[config.mk]
export PLATFORM = sky130hd
export DESIGN_NAME = rmsc_top
export DESIGN_NICKNAME = d
export VERILOG_FILES = /design/src/hw/rmsc_pkg.sv /design/src/hw/rmsc_top.sv
export SDC_FILE = /design/constraint.sdc
export NUM_CORES = 1
export LEC_CHECK = 0
export ABC_AREA = 0
export ABC_CLOCK_PERIOD_IN_PS = 4500
export BUFFER_PORTS_ARGS = -buffer_cell sky130_fd_sc_hd__buf_2
export CAP_MARGIN = 0
export CELL_PAD_IN_SITES_DETAIL_PLACEMENT = 1
export CELL_PAD_IN_SITES_GLOBAL_PLACEMENT = 1
export CORE_ASPECT_RATIO = 1.75
export CORE_MARGIN = 1
export CORE_UTILIZATION = 39
export DETAILED_ROUTE_END_ITERATION = 10
export HOLD_SLACK_MARGIN = 0.1
export MAX_ROUTING_LAYER = met4
export PLACE_DENSITY_LB_ADDON = 0.05
export REMOVE_ABC_BUFFERS = 1
export SYNTH_ARGS = -nofsm -noshare
export SYNTH_HDL_FRONTEND = slang
export SYNTH_SLANG_ARGS = --single-unit
[constraint.sdc]
create_clock -name mclk_in -period 4.5 [get_ports mclk_in]
set_input_delay 0.9 -clock mclk_in [delete_from_list [all_inputs] [get_ports mclk_in]]
set_output_delay 0.9 -clock mclk_in [all_outputs]
set_load 0.03 [all_outputs]
[src/hw/rmsc_pkg.sv]
// Shared constants and types of the radio mode state controller.
// Assumes a single 250 MHz clock; all timing derives from it.
package rmsc_pkg;
   // Clock and derived microsecond tick
   localparam int CLK_MHZ = 250;
   localparam int US_CYCLES = CLK_MHZ;
   localparam logic [7:0] US_DIV_LAST = 8'(US_CYCLES - 1);
   // Activate pulse must exceed this before a transmission starts
   localparam int CE_MIN_US = 10;
   localparam logic [4:0] CE_MIN_TICKS = 5'(CE_MIN_US);
   localparam logic [4:0] CE_CNT_MAX = 5'h1f;
   // Carrier detect filter time
   localparam int CARR_FILTER_US = 128;
   localparam logic [7:0] CARR_TICKS = 8'(CARR_FILTER_US);
   // Retransmit delay step, per unit of the delay setting
   localparam int DLY_STEP_US = 250;
   localparam logic [11:0] DLY_STEP_TICKS = 12'(DLY_STEP_US);
   // Carrier base frequency and channel step of 1 MHz
   localparam logic [11:0] BASE_FREQ_MHZ = 12'h960;
   localparam int CHAN_W = 7;
   localparam int RETRY_W = 4;

   typedef enum logic [2:0] {
      MODE_PWR_DOWN,
      MODE_STBY1,
      MODE_STBY2,
      MODE_TX,
      MODE_RX
   } rmsc_mode_t;

   typedef struct packed {
      logic               power_up_bit;
      logic               radio_role_select;
      logic               auto_ack_enable;
      logic [RETRY_W-1:0] retransmit_limit;
      logic [RETRY_W-1:0] retransmit_delay;
   } rmsc_cfg_t;

   typedef struct packed {
      logic tx_sent;
      logic ack_received;
      logic ack_timeout;
      logic tx_skip_ack;
      logic rx_valid;
      logic rx_skip_ack;
   } rmsc_evt_t;
endpackage

[src/hw/rmsc_top.sv]
// Operating-mode controller: power down, standby-I/II, TX and RX.
// Assumes the modem reports packet events as one-cycle pulses.
//
// What this block does
// - Power-up bit low forces power down; host side keeps working.
// - Powered up with activate low and no retransmit pending, the device sits in standby-I.
// - Activate low during TX or RX returns the device to standby-I.
// - Transmitter, activate high, empty transmit FIFO: standby-II.
// - In standby-II a newly loaded payload starts TX automatically.
// - TX finishes the current packet; activate low then gives standby-I.
// - Activate still high: next packet if queued, else standby-II.
// - Retry from standby-I after the delay while count below limit.
// - Transmitter awaits ack in RX only if auto-ack on, skip-ack clear.
// - Receiver sends ack in TX only if auto-ack on, skip-ack clear.
// - Standby-I goes to RX with power up, receiver role, activate high.
// - Receiver that sent its acknowledgement returns straight to RX.
// - Valid received packet is written to a free receive FIFO slot.
// - Valid packet is dropped when the receive FIFO is full.
// - Receiver leaves RX only for activate low, power down or an ack to send.
// - Carrier detect rises only after signal present 128 us in RX.
// - Auto-ack off means no autonomous switch between TX and RX.
// - Carrier frequency is 2400 MHz plus channel number in 1 MHz steps.
// - Interrupt output is maskable and driven low when active.
// - Transmit-done flag and interrupt after unacked send or received ack.
module rmsc_top (
   // Clock and reset
   input  wire logic                       mclk_in,
   input  wire logic                       rst_in,
   // Configuration
   input  rmsc_pkg::rmsc_cfg_t             cfg_in,
   input  wire logic [rmsc_pkg::CHAN_W-1:0] channel_number_in,
   // Activate pin and FIFO status
   input  wire logic                       chip_enable_in,
   input  wire logic                       tx_fifo_empty_in,
   input  wire logic                       rx_fifo_full_in,
   input  wire logic                       signal_detect_in,
   // Packet events from the modem
   input  rmsc_pkg::rmsc_evt_t             evt_in,
   // Flag control
   input  wire logic                       tx_done_mask_in,
   input  wire logic                       tx_done_clear_in,
   input  wire logic                       max_retry_clear_in,
   // Mode and radio control
   output rmsc_pkg::rmsc_mode_t            mode_out,
   output logic                            tx_start_out,
   output logic                            sending_ack_out,
   output logic                            rx_fifo_write_out,
   output logic                            carrier_detect_out,
   output logic [11:0]                     carrier_freq_mhz_out,
   // Status and interrupt
   output logic [rmsc_pkg::RETRY_W-1:0]    retry_count_out,
   output logic                            transmit_done_flag_out,
   output logic                            max_retry_flag_out,
   output logic                            irq_n_out
);
   // Synchroniser, microsecond tick and activate pulse width
   logic       ce_meta;
   logic       ce_sync;
   logic [7:0] div_cnt;
   logic       us_tick;
   logic [4:0] ce_cnt;
   logic       next_ce_meta;
   logic       next_ce_sync;
   logic [7:0] next_div_cnt;
   logic       next_us_tick;
   logic [4:0] next_ce_cnt;
   logic       ce_long;

   always_comb begin
      next_ce_meta = chip_enable_in;
      next_ce_sync = ce_meta;
      next_us_tick = (div_cnt == rmsc_pkg::US_DIV_LAST);
      next_div_cnt = next_us_tick ? 8'h00 : div_cnt + 8'h01;
      next_ce_cnt  = ce_cnt;
      if (!ce_sync) begin
         next_ce_cnt = 5'h00;
      end else if (us_tick && ce_cnt != rmsc_pkg::CE_CNT_MAX) begin
         next_ce_cnt = ce_cnt + 5'h01;
      end
   end

   // Tick granularity makes the pulse test up to 1 us conservative
   assign ce_long = (ce_cnt > rmsc_pkg::CE_MIN_TICKS);

   always_ff @(posedge mclk_in) begin
      if (rst_in) begin
         ce_meta <= 1'b0;
         ce_sync <= 1'b0;
         div_cnt <= 8'h00;
         us_tick <= 1'b0;
         ce_cnt  <= 5'h00;
      end else begin
         ce_meta <= next_ce_meta;
         ce_sync <= next_ce_sync;
         div_cnt <= next_div_cnt;
         us_tick <= next_us_tick;
         ce_cnt  <= next_ce_cnt;
      end
   end

   // Mode state, retransmission, flags and carrier detect
   logic                         await_ack;
   logic                         retry_pending;
   logic [11:0]                  dly_cnt;
   logic [7:0]                   carr_cnt;
   rmsc_pkg::rmsc_mode_t         next_mode;
   logic                         next_await_ack;
   logic                         next_sending_ack;
   logic                         next_retry_pending;
   logic [11:0]                  next_dly_cnt;
   logic [rmsc_pkg::RETRY_W-1:0] next_retry_count;
   logic                         next_tx_start;
   logic                         next_rx_write;
   logic                         next_done_flag;
   logic                         next_max_flag;
   logic [7:0]                   next_carr_cnt;
   logic                         set_done;
   logic                         set_max;
   logic                         pkt_end;

   always_comb begin
      next_mode          = mode_out;
      next_await_ack     = await_ack;
      next_sending_ack   = sending_ack_out;
      next_retry_pending = retry_pending;
      next_dly_cnt       = dly_cnt;
      next_retry_count   = retry_count_out;
      next_tx_start      = 1'b0;
      next_rx_write      = 1'b0;
      set_done           = 1'b0;
      set_max            = 1'b0;
      pkt_end            = 1'b0;
      if (retry_pending && us_tick && dly_cnt != 12'h000) begin
         next_dly_cnt = dly_cnt - 12'h001;
      end
      case (mode_out)
         rmsc_pkg::MODE_PWR_DOWN: begin
            next_mode = rmsc_pkg::MODE_STBY1;
         end
         rmsc_pkg::MODE_STBY1: begin
            if (cfg_in.radio_role_select) begin
               if (ce_sync) begin
                  next_mode = rmsc_pkg::MODE_RX;
               end
            end else if (retry_pending) begin
               if (dly_cnt == 12'h000) begin
                  next_mode          = rmsc_pkg::MODE_TX;
                  next_tx_start      = 1'b1;
                  next_retry_pending = 1'b0;
                  next_retry_count   = retry_count_out + 4'h1;
               end
            end else if (ce_long) begin
               next_retry_count = 4'h0;
               if (!tx_fifo_empty_in) begin
                  next_mode     = rmsc_pkg::MODE_TX;
                  next_tx_start = 1'b1;
               end else begin
                  next_mode = rmsc_pkg::MODE_STBY2;
               end
            end
         end
         rmsc_pkg::MODE_STBY2: begin
            if (!ce_sync) begin
               next_mode = rmsc_pkg::MODE_STBY1;
            end else if (!tx_fifo_empty_in) begin
               next_mode        = rmsc_pkg::MODE_TX;
               next_tx_start    = 1'b1;
               next_retry_count = 4'h0;
            end
         end
         rmsc_pkg::MODE_TX: begin
            // Activate is only looked at once the packet is out
            if (evt_in.tx_sent) begin
               if (sending_ack_out) begin
                  next_sending_ack = 1'b0;
                  next_mode = ce_sync ? rmsc_pkg::MODE_RX
                                      : rmsc_pkg::MODE_STBY1;
               end else if (cfg_in.auto_ack_enable &&
                            !evt_in.tx_skip_ack) begin
                  next_mode      = rmsc_pkg::MODE_RX;
                  next_await_ack = 1'b1;
               end else begin
                  set_done = 1'b1;
                  pkt_end  = 1'b1;
               end
            end
         end
         rmsc_pkg::MODE_RX: begin
            if (!ce_sync) begin
               next_mode      = rmsc_pkg::MODE_STBY1;
               next_await_ack = 1'b0;
            end else if (await_ack) begin
               if (evt_in.ack_received) begin
                  next_await_ack = 1'b0;
                  set_done       = 1'b1;
                  pkt_end        = 1'b1;
               end else if (evt_in.ack_timeout) begin
                  next_await_ack = 1'b0;
                  next_mode      = rmsc_pkg::MODE_STBY1;
                  if (retry_count_out < cfg_in.retransmit_limit) begin
                     next_retry_pending = 1'b1;
                     next_dly_cnt = 12'(rmsc_pkg::DLY_STEP_TICKS *
                        ({8'h00, cfg_in.retransmit_delay} + 12'h001));
                  end else begin
                     set_max = 1'b1;
                  end
               end
            end else if (evt_in.rx_valid) begin
               next_rx_write = !rx_fifo_full_in;
               if (cfg_in.auto_ack_enable &&
                   !evt_in.rx_skip_ack) begin
                  next_mode        = rmsc_pkg::MODE_TX;
                  next_sending_ack = 1'b1;
                  next_tx_start    = 1'b1;
               end
            end
         end
         default: begin
            next_mode = rmsc_pkg::MODE_PWR_DOWN;
         end
      endcase
      if (pkt_end) begin
         if (!ce_sync) begin
            next_mode = rmsc_pkg::MODE_STBY1;
         end else if (!tx_fifo_empty_in) begin
            next_mode        = rmsc_pkg::MODE_TX;
            next_tx_start    = 1'b1;
            next_retry_count = 4'h0;
         end else begin
            next_mode = rmsc_pkg::MODE_STBY2;
         end
      end
      if (!cfg_in.power_up_bit) begin
         next_mode          = rmsc_pkg::MODE_PWR_DOWN;
         next_await_ack     = 1'b0;
         next_sending_ack   = 1'b0;
         next_retry_pending = 1'b0;
         next_tx_start      = 1'b0;
      end
      // Set wins over a clear arriving in the same cycle
      next_done_flag = set_done |
                       (transmit_done_flag_out & ~tx_done_clear_in);
      next_max_flag  = set_max | (max_retry_flag_out & ~max_retry_clear_in);
      next_carr_cnt = carr_cnt;
      if (mode_out != rmsc_pkg::MODE_RX || !signal_detect_in) begin
         next_carr_cnt = 8'h00;
      end else if (us_tick && carr_cnt != rmsc_pkg::CARR_TICKS) begin
         next_carr_cnt = carr_cnt + 8'h01;
      end
   end

   always_ff @(posedge mclk_in) begin
      if (rst_in) begin
         mode_out               <= rmsc_pkg::MODE_PWR_DOWN;
         await_ack              <= 1'b0;
         sending_ack_out        <= 1'b0;
         retry_pending          <= 1'b0;
         dly_cnt                <= 12'h000;
         retry_count_out        <= 4'h0;
         tx_start_out           <= 1'b0;
         rx_fifo_write_out      <= 1'b0;
         transmit_done_flag_out <= 1'b0;
         max_retry_flag_out     <= 1'b0;
         irq_n_out              <= 1'b1;
         carr_cnt               <= 8'h00;
         carrier_detect_out     <= 1'b0;
         carrier_freq_mhz_out   <= rmsc_pkg::BASE_FREQ_MHZ;
      end else begin
         mode_out               <= next_mode;
         await_ack              <= next_await_ack;
         sending_ack_out        <= next_sending_ack;
         retry_pending          <= next_retry_pending;
         dly_cnt                <= next_dly_cnt;
         retry_count_out        <= next_retry_count;
         tx_start_out           <= next_tx_start;
         rx_fifo_write_out      <= next_rx_write;
         transmit_done_flag_out <= next_done_flag;
         max_retry_flag_out     <= next_max_flag;
         irq_n_out              <= ~(next_done_flag &
                                     ~tx_done_mask_in);
         carr_cnt               <= next_carr_cnt;
         carrier_detect_out     <= (next_carr_cnt ==
                                    rmsc_pkg::CARR_TICKS);
         carrier_freq_mhz_out   <= rmsc_pkg::BASE_FREQ_MHZ +
                                   {5'h00, channel_number_in};
      end
   end

   // Checks
   localparam int CARR_US_L    = rmsc_pkg::CARR_FILTER_US;
   localparam int CARR_MIN_CYC = (CARR_US_L - 1) * rmsc_pkg::US_CYCLES;
   logic [15:0] sig_cyc;
   always_ff @(posedge mclk_in) begin
      if (rst_in || mode_out != rmsc_pkg::MODE_RX || !signal_detect_in) begin
         sig_cyc <= 16'h0000;
      end else if (sig_cyc != 16'hffff) begin
         sig_cyc <= sig_cyc + 16'h0001;
      end
   end
endmodule

; Yosys cells after proc, flatten, opt, wreduce, memory -nomap -nowiden
; Cells that the tools add are included.
[word_totals]
regBits = 64
latch_bits = 0
mem_bits_rw = 0
romBits = 0
out_inout_bits = 26
word_cells = 187
mem_count = 0
[op_classes]
addsub = 7
multipliers = 1
div_mod_pow = 0
magnitude_cmp = 2
eq_ne = 31
shift = 0
muxes = 90
bitwise = 13
n_reduce_logical = 24
[op_table]
columns = operator, count
row1 = 12-bit two-way mux, 7
row2 = 3-bit two-way mux, 19
row3 = 1-bit two-way mux, 46
row4 = 4-bit two-way mux, 9
row5 = 5-bit != test (second input constant), 7
row6 = 2-bit != test (second input constant), 12
row7 = 8-bit by 1-bit adder with 8-bit output (second input constant), 2
row8 = 8-bit equality test (second input constant), 2
row9 = 8-bit two-way mux, 2
row10 = 3-bit case mux with 5 select lines, 1
row11 = 12-bit by 7-bit adder with 12-bit output (first input constant), 1
row12 = 12-bit zero test, 1
row13 = 4-bit != test (second input constant), 3
row14 = 12-bit nonzero test, 1
row15 = 12-bit by 1-bit subtractor with 12-bit output (second input constant), 1
row16 = 7-bit by 5-bit multiplier with 11-bit output (first input constant), 1
row17 = 10-bit AND reduction, 1
row18 = 8-bit != test (second input constant), 1
row19 = 1-bit inverter, 8
row20 = 1-bit case mux with 2 select lines, 4
row21 = 4-bit case mux with 2 select lines, 1
row22 = 7-bit AND reduction, 1
row23 = 3-bit by 2-bit equality test with 1-bit output (second input constant), 2
row24 = 1-bit logical AND, 6
row25 = 19 further kinds, 29

; Depth between registers and ports, before layout
[logic_depth]
word_depth = 10
ltp_mapped = 16

; Worst setup path before layout
; OpenSTA, ideal clock, no wires.
[synth_timing]
path_kind = input to register
startpoint = input port cfg_in[0] in the netlist's numbering
endpoint = register dly_cnt[11]
t_arrival_ns = 4.646
required_ns = 4.394
slack_ns = -0.252
path_stages = 16
n_path_buf = 0
cell_sequence = ha_1 > xor2_1 > inv_1 > fa_1 > inv_1 > fa_1 > inv_1 > fa_1 > inv_1 > ha_1 > o21ai_0 > nor2_1 > o31ai_1 > a21oi_1 > or4b_2 > o311ai_0
[synth_via]
elab_chain_len = 8
[synth_rtl]
columns = element, line_no
row1 = start: declaration, rmsc_top.sv:30  ; input rmsc_pkg::rmsc_cfg_t cfg_in,
row2 = 4-bit by 1-bit adder with 5-bit output, rmsc_top.sv:203  ; ({8'h00, cfg_in.retransmit_delay} + 12'h001));
row3 = 7-bit by 5-bit multiplier with 11-bit output, rmsc_top.sv:202  ; next_dly_cnt = 12'(rmsc_pkg::DLY_STEP_TICKS *
row4 = 12-bit two-way mux, rmsc_top.sv:200  ; if (retry_count_out < cfg_in.retransmit_limit) begin
row5 = 12-bit two-way mux, rmsc_top.sv:197  ; end else if (evt_in.ack_timeout) begin
row6 = 12-bit two-way mux, rmsc_top.sv:193  ; if (evt_in.ack_received) begin
row7 = 12-bit two-way mux, rmsc_top.sv:192  ; end else if (await_ack) begin
row8 = 12-bit two-way mux, rmsc_top.sv:189  ; if (!ce_sync) begin
row9 = 12-bit two-way mux, rmsc_top.sv:136  ; case (mode_out)
row10 = end signal: assignment, rmsc_top.sv:273  ; dly_cnt <= next_dly_cnt;
row11 = end: declaration, rmsc_top.sv:104  ; logic [11:0] dly_cnt;
; Every way passes these cells.
; A chain may end at the register's enable or synchronous reset.

; Worst setup path after layout
; Same ends and word-level chain as after synthesis.

==> metrics.txt <==
# TYPE chip_impl_metric gauge
chip_impl_metric{name="synth_area",unit="sq um"} 3850
chip_impl_metric{name="dieArea",unit="sq um"} 10300
chip_impl_info{name="ys_top_cells_by_area",value="dfxtp_1 31%, ha_1 11%, fa_1 5.2%, nor2_1 5.2%, xnor2_1 3.9%"} 1
chip_impl_metric{name="antenna_cells_inserted",unit=""} 0
chip_impl_metric{name="worstMarginPinSlew",unit="ns"} 0.892
chip_impl_metric{name="reg2reg_slack",unit="ns"} 2.11
chip_impl_info{name="most_numerous_cell_on_the_critical_path",value="inv_1"} 1
chip_impl_metric{name="htreeDepth",unit=""} 3
chip_impl_info{name="worst-setup-path-type",value="input pin to flop"} 1
chip_impl_info{name="series_of_cell_instances_along_the_critical_path",value="buf_2 -> ha_2 -> xor2_1 -> inv_1 -> fa_1 -> inv_1 -> fa_1 -> inv_1 -> fa_1 -> inv_1 -> ha_4 -> o21ai_2 -> nor2_1 -> o31ai_2 -> a21oi_2 -> or4b_4 -> o311ai_2"} 1
chip_impl_metric{name="worstPathRequired",unit="ns"} 4.73
chip_impl_metric{name="synth.distinct_cells",unit=""} 64
chip_impl_metric{name="fin_total_pwr",unit="W"} 0.00174
chip_impl_metric{name="critPathMaxFanout",unit=""} 3
chip_impl_metric{name="yosysWarningCount",unit=""} 0
chip_impl_metric{name="worst_skew_pair.late_latency",unit="ns"} 0.33
chip_impl_metric{name="nNetsFinal",unit=""} 595
chip_impl_metric{name="setup-violations-final",unit=""} 0
chip_impl_metric{name="detailedRoute.firstPassIterationCount",unit=""} 4
chip_impl_metric{name="synth.avg_cell_area",unit="sq um"} 8.66
chip_impl_metric{name="die-height",unit="um"} 133
chip_impl_metric{name="std_cell_rows",unit=""} 47
chip_impl_info{name="synth_ff_type",value="dfxtp_1"} 1
chip_impl_info{name="grt_setup_unrepaired",value="no"} 1
chip_impl_metric{name="synth_compound_area_frac",unit=""} 0.133
chip_impl_metric{name="synth.area.mux_share",unit=""} 0.0107
chip_impl_metric{name="hold_viol",unit=""} 0
chip_impl_metric{name="worstHoldPathCells",unit=""} 1
chip_impl_info{name="cp-startpoint",value="cfg_in[0]"} 1
chip_impl_metric{name="syn_inst",unit=""} 444
chip_impl_metric{name="timing.critical_path.arrival",unit="ns"} 4.53
chip_impl_metric{name="io_buffers",unit=""} 54
chip_impl_metric{name="global_route.usage.total",unit=""} 0.219
chip_impl_metric{name="wl_per_cell",unit="um"} 15.9
chip_impl_metric{name="tritoncts_num_sinks",unit=""} 60
chip_impl_metric{name="cpPeakStageDelay",unit="ns"} 0.53
chip_impl_metric{name="asyncSetResetFlopFracSynth",unit=""} 0
chip_impl_metric{name="yosysSeqAreaShare",unit=""} 0.312
chip_impl_info{name="status",value="complete, no violations"} 1
chip_impl_metric{name="maximum_number_of_pins_on_one_net_before_global_route_repair",unit=""} 25
chip_impl_metric{name="via_count_of_the_first_global_routing_pass",unit=""} 3778
chip_impl_metric{name="gp_congestion",unit=""} 0.826
chip_impl_info{name="worstHoldEndpoint",value="ce_sync"} 1
chip_impl_metric{name="drcViolationCount",unit=""} 0
chip_impl_metric{name="cts_made_buffers",unit=""} 9
chip_impl_info{name="clockRootBuffer",value="clkbuf_16"} 1
chip_impl_metric{name="post-route-min-period",unit="ns"} 4.30
chip_impl_metric{name="power_density",unit="nW/um^2"} 367
chip_impl_metric{name="drv_cap",unit=""} 0
chip_impl_info{name="critPathLaunchType",value="input pin"} 1
chip_impl_info{name="crit-reg2reg-capture",value="mode_out[0]"} 1
chip_impl_metric{name="post_cts_clock_slew_at_the_launch_and_capture_registers_of_the_worst_setup_and_hold_paths",unit="ns"} 0.05
chip_impl_info{name="path_delay_family",value="adder cells"} 1
chip_impl_info{name="timing.hold.worst.class",value="flop to flop"} 1
chip_impl_info{name="synth_area_leader_cell",value="dfxtp_1"} 1
chip_impl_metric{name="die_wd",unit="um"} 77.1
chip_impl_metric{name="layout_worst_path_cycle_share",unit=""} 0.956
chip_impl_info{name="crit-reg2reg-launch",value="ce_cnt[0]"} 1
chip_impl_metric{name="post_route_cells_drive_above_1_share",unit=""} 0.219
chip_impl_metric{name="simple_gate_area_share_of_the_yosys_netlist",unit=""} 0.248
chip_impl_metric{name="synth-xor-area-share",unit=""} 0.0774
chip_impl_metric{name="ff2ff_path_depth",unit=""} 8
chip_impl_metric{name="num_io_pins",unit=""} 59
chip_impl_metric{name="synth_seq_cells",unit=""} 60
chip_impl_metric{name="final-max-slew-violation-count",unit=""} 0
chip_impl_metric{name="synth-edff-count",unit=""} 0
chip_impl_metric{name="dpl-instance-area",unit="sq um"} 4330
chip_impl_metric{name="vias_per_cell",unit=""} 5.26
chip_impl_metric{name="maxClockFrequency",unit="GHz"} 0.232
chip_impl_metric{name="drtAntennaViolNets",unit=""} 0
chip_impl_metric{name="detailroute.via_count",unit=""} 3401
chip_impl_metric{name="synth_fa_ha_area_frac",unit=""} 0.159
chip_impl_metric{name="final.setup_skew",unit="ns"} 0.00775
chip_impl_metric{name="cts_hold_buf",unit=""} 0
chip_impl_metric{name="clock_path_buffers",unit=""} 2
chip_impl_metric{name="detailedRoute.firstIterationViolations",unit=""} 110
chip_impl_metric{name="worstPathBufferInverterCount",unit=""} 5
chip_impl_metric{name="finalInstanceArea",unit="sq um"} 4740
chip_impl_info{name="hold_start",value="ce_meta"} 1
chip_impl_metric{name="ir_drop",unit="uV"} 214
chip_impl_info{name="cts_tree",value="done"} 1
chip_impl_info{name="crit_slowest_cell",value="fa_1"} 1
chip_impl_metric{name="antenna_found_initial",unit=""} 0
chip_impl_info{name="crit_path_end_kind",value="flop"} 1
chip_impl_metric{name="leakagePower",unit="nW"} 2.03
chip_impl_metric{name="placeableCoreArea",unit="sq um"} 9530
chip_impl_metric{name="grt-ovfl-total",unit=""} 0
chip_impl_info{name="yosysMostFrequentCell",value="dfxtp_1"} 1
chip_impl_metric{name="yosys.area.top_type_share",unit=""} 0.312
chip_impl_metric{name="final_core_utilization",unit=""} 0.497
chip_impl_metric{name="totalWireLength",unit="mm"} 10.3
chip_impl_metric{name="detailed_place_hpwl",unit="mm"} 7.97
chip_impl_metric{name="synthToLayoutAreaGrowth",unit="%"} 23.2
chip_impl_metric{name="first_pass_grt_wire_length",unit="mm"} 17.2
chip_impl_info{name="synth_common_cells",value="60 x dfxtp_1, 53 x nor2_1, 37 x inv_1"} 1
chip_impl_info{name="largest_family_of_logic_cells_by_synthesized_area",value="simple AND/OR/NAND/NOR gates"} 1
chip_impl_metric{name="starting_density",unit=""} 0.404
chip_impl_metric{name="timing.slew.headroom",unit=""} 0.400
where the power goes:
| part | switching [W] | internal [W] |
|---|---|---|
| registers | 0.00000910 | 0.000540 |
| clock network | 0.000241 | 0.000482 |
| logic | 0.000239 | 0.000229 |
| total | 0.000489 | 0.00125 |
worst register-to-register path, cell delays in order, from the launching register on:
cell and delay (ns):
dfxtp_1 0.40, inv_1 0.07, ha_1 0.19, nand2b_1 0.15, a211oi_1 0.47, or3_4 0.25
a21oi_2 0.07, or4_1 0.54, o211a_1 0.15
layout make-up:
type | count | area [sq um]
Timing Repair Buffer | 76 | 435
Multi-Input combinational cell | 334 | 2490
Fill cell | 1181 | 4790
Clock inverter | 7 | 91.3
Clock buffer | 9 | 225
Inverter | 38 | 143
Tap cell | 122 | 153
Sequential cell | 60 | 1200
flip-flops by register name, summed over array words and instances (netlist names), 3 cells and up:
name                  count
carr_cnt                  8
carrier_freq_mhz_out      8
ce_cnt                    5
div_cnt                   8
dly_cnt                  12
mode_out                  3
retry_count_out           4
placed cells by master (no fill, tap or decap), types with 5 or more instances in the layout:
| cell | synthesis | final |
|---|---|---|
| and3_1 | 8 | 7 |
| nor3_1 | 11 | 11 |
| nand2_1 | 24 | 24 |
| nand3_1 | 13 | 13 |
| dfxtp_1 | 60 | 60 |
| xor2_1 | 17 | 17 |
| nor2_1 | 53 | 53 |
| buf_4 | 4 | 22 |
| buf_2 | 2 | 54 |
| clkbuf_16 | 0 | 9 |
| or3_1 | 5 | 5 |
| nand2b_1 | 9 | 9 |
| fa_1 | 10 | 10 |
| a211oi_1 | 10 | 9 |
| xnor2_1 | 17 | 16 |
| ha_1 | 33 | 31 |
| o21ai_0 | 15 | 14 |
| inv_1 | 37 | 37 |
| nor2b_1 | 15 | 15 |
| nand3b_1 | 5 | 5 |
| a21oi_1 | 21 | 20 |
metrics by stage:
stage | hold WS [ns] | instances | TNS, ns | worst slack, ns
final | 0.437 | 646 | 0 | 0.198
after global routing | 0.464 | 646 | 0 | 0.0256
after global placement | 0.418 | 625 | -0.252 | -0.252
after CTS | 0.441 | 646 | 0 | 0.0224
after floorplan | 0.414 | 432 | -0.253 | -0.253
after detailed placement | 0.436 | 625 | -0.519 | -0.406
layer usage:
layer,share of wire,track usage,up-vias
li1,-,-,1680
met1,0.35,0.198,1640
met2,0.59,0.436,61
met3,0.023,0.0308,20
met4,0.034,0.0996,0
met5,0,-,-
worst max-delay path by stage:
| stage | to | slack, ns | cells past startpoint |
|---|---|---|---|
| 2_1_floorplan | dly_cnt[11] | -0.25 | 16 |
| 4_1_cts | dly_cnt[11] | 0.02 | 17 |
| 6_report | dly_cnt[11] | 0.20 | 17 |
| 5_1_grt | dly_cnt[11] | 0.03 | 18 |
| 3_3_place_gp | dly_cnt[11] | -0.25 | 16 |
| 3_5_place_dp | dly_cnt[11] | -0.41 | 16 |
logic make-up (layout without fill, tap and decap cells):
logic type	after synthesis	in the layout
AO/OA/AOI/OAI	78	78
XOR/XNOR	34	34
adder cells (fa/ha/maj)	43	43
buffers and inverters	52	130
flip-flops	60	60
multiplexers	4	4
other	2	4
AND/OR/NAND/NOR	171	171
what timing repair did:
action                                  4_1_cts  5_1_grt
resized for setup                             5        7
buffers inserted                              5        0
endpoints found under the setup margin        1        1
pin swaps                                     3        3
No activity file was read; power rests on OpenSTA's default activity.
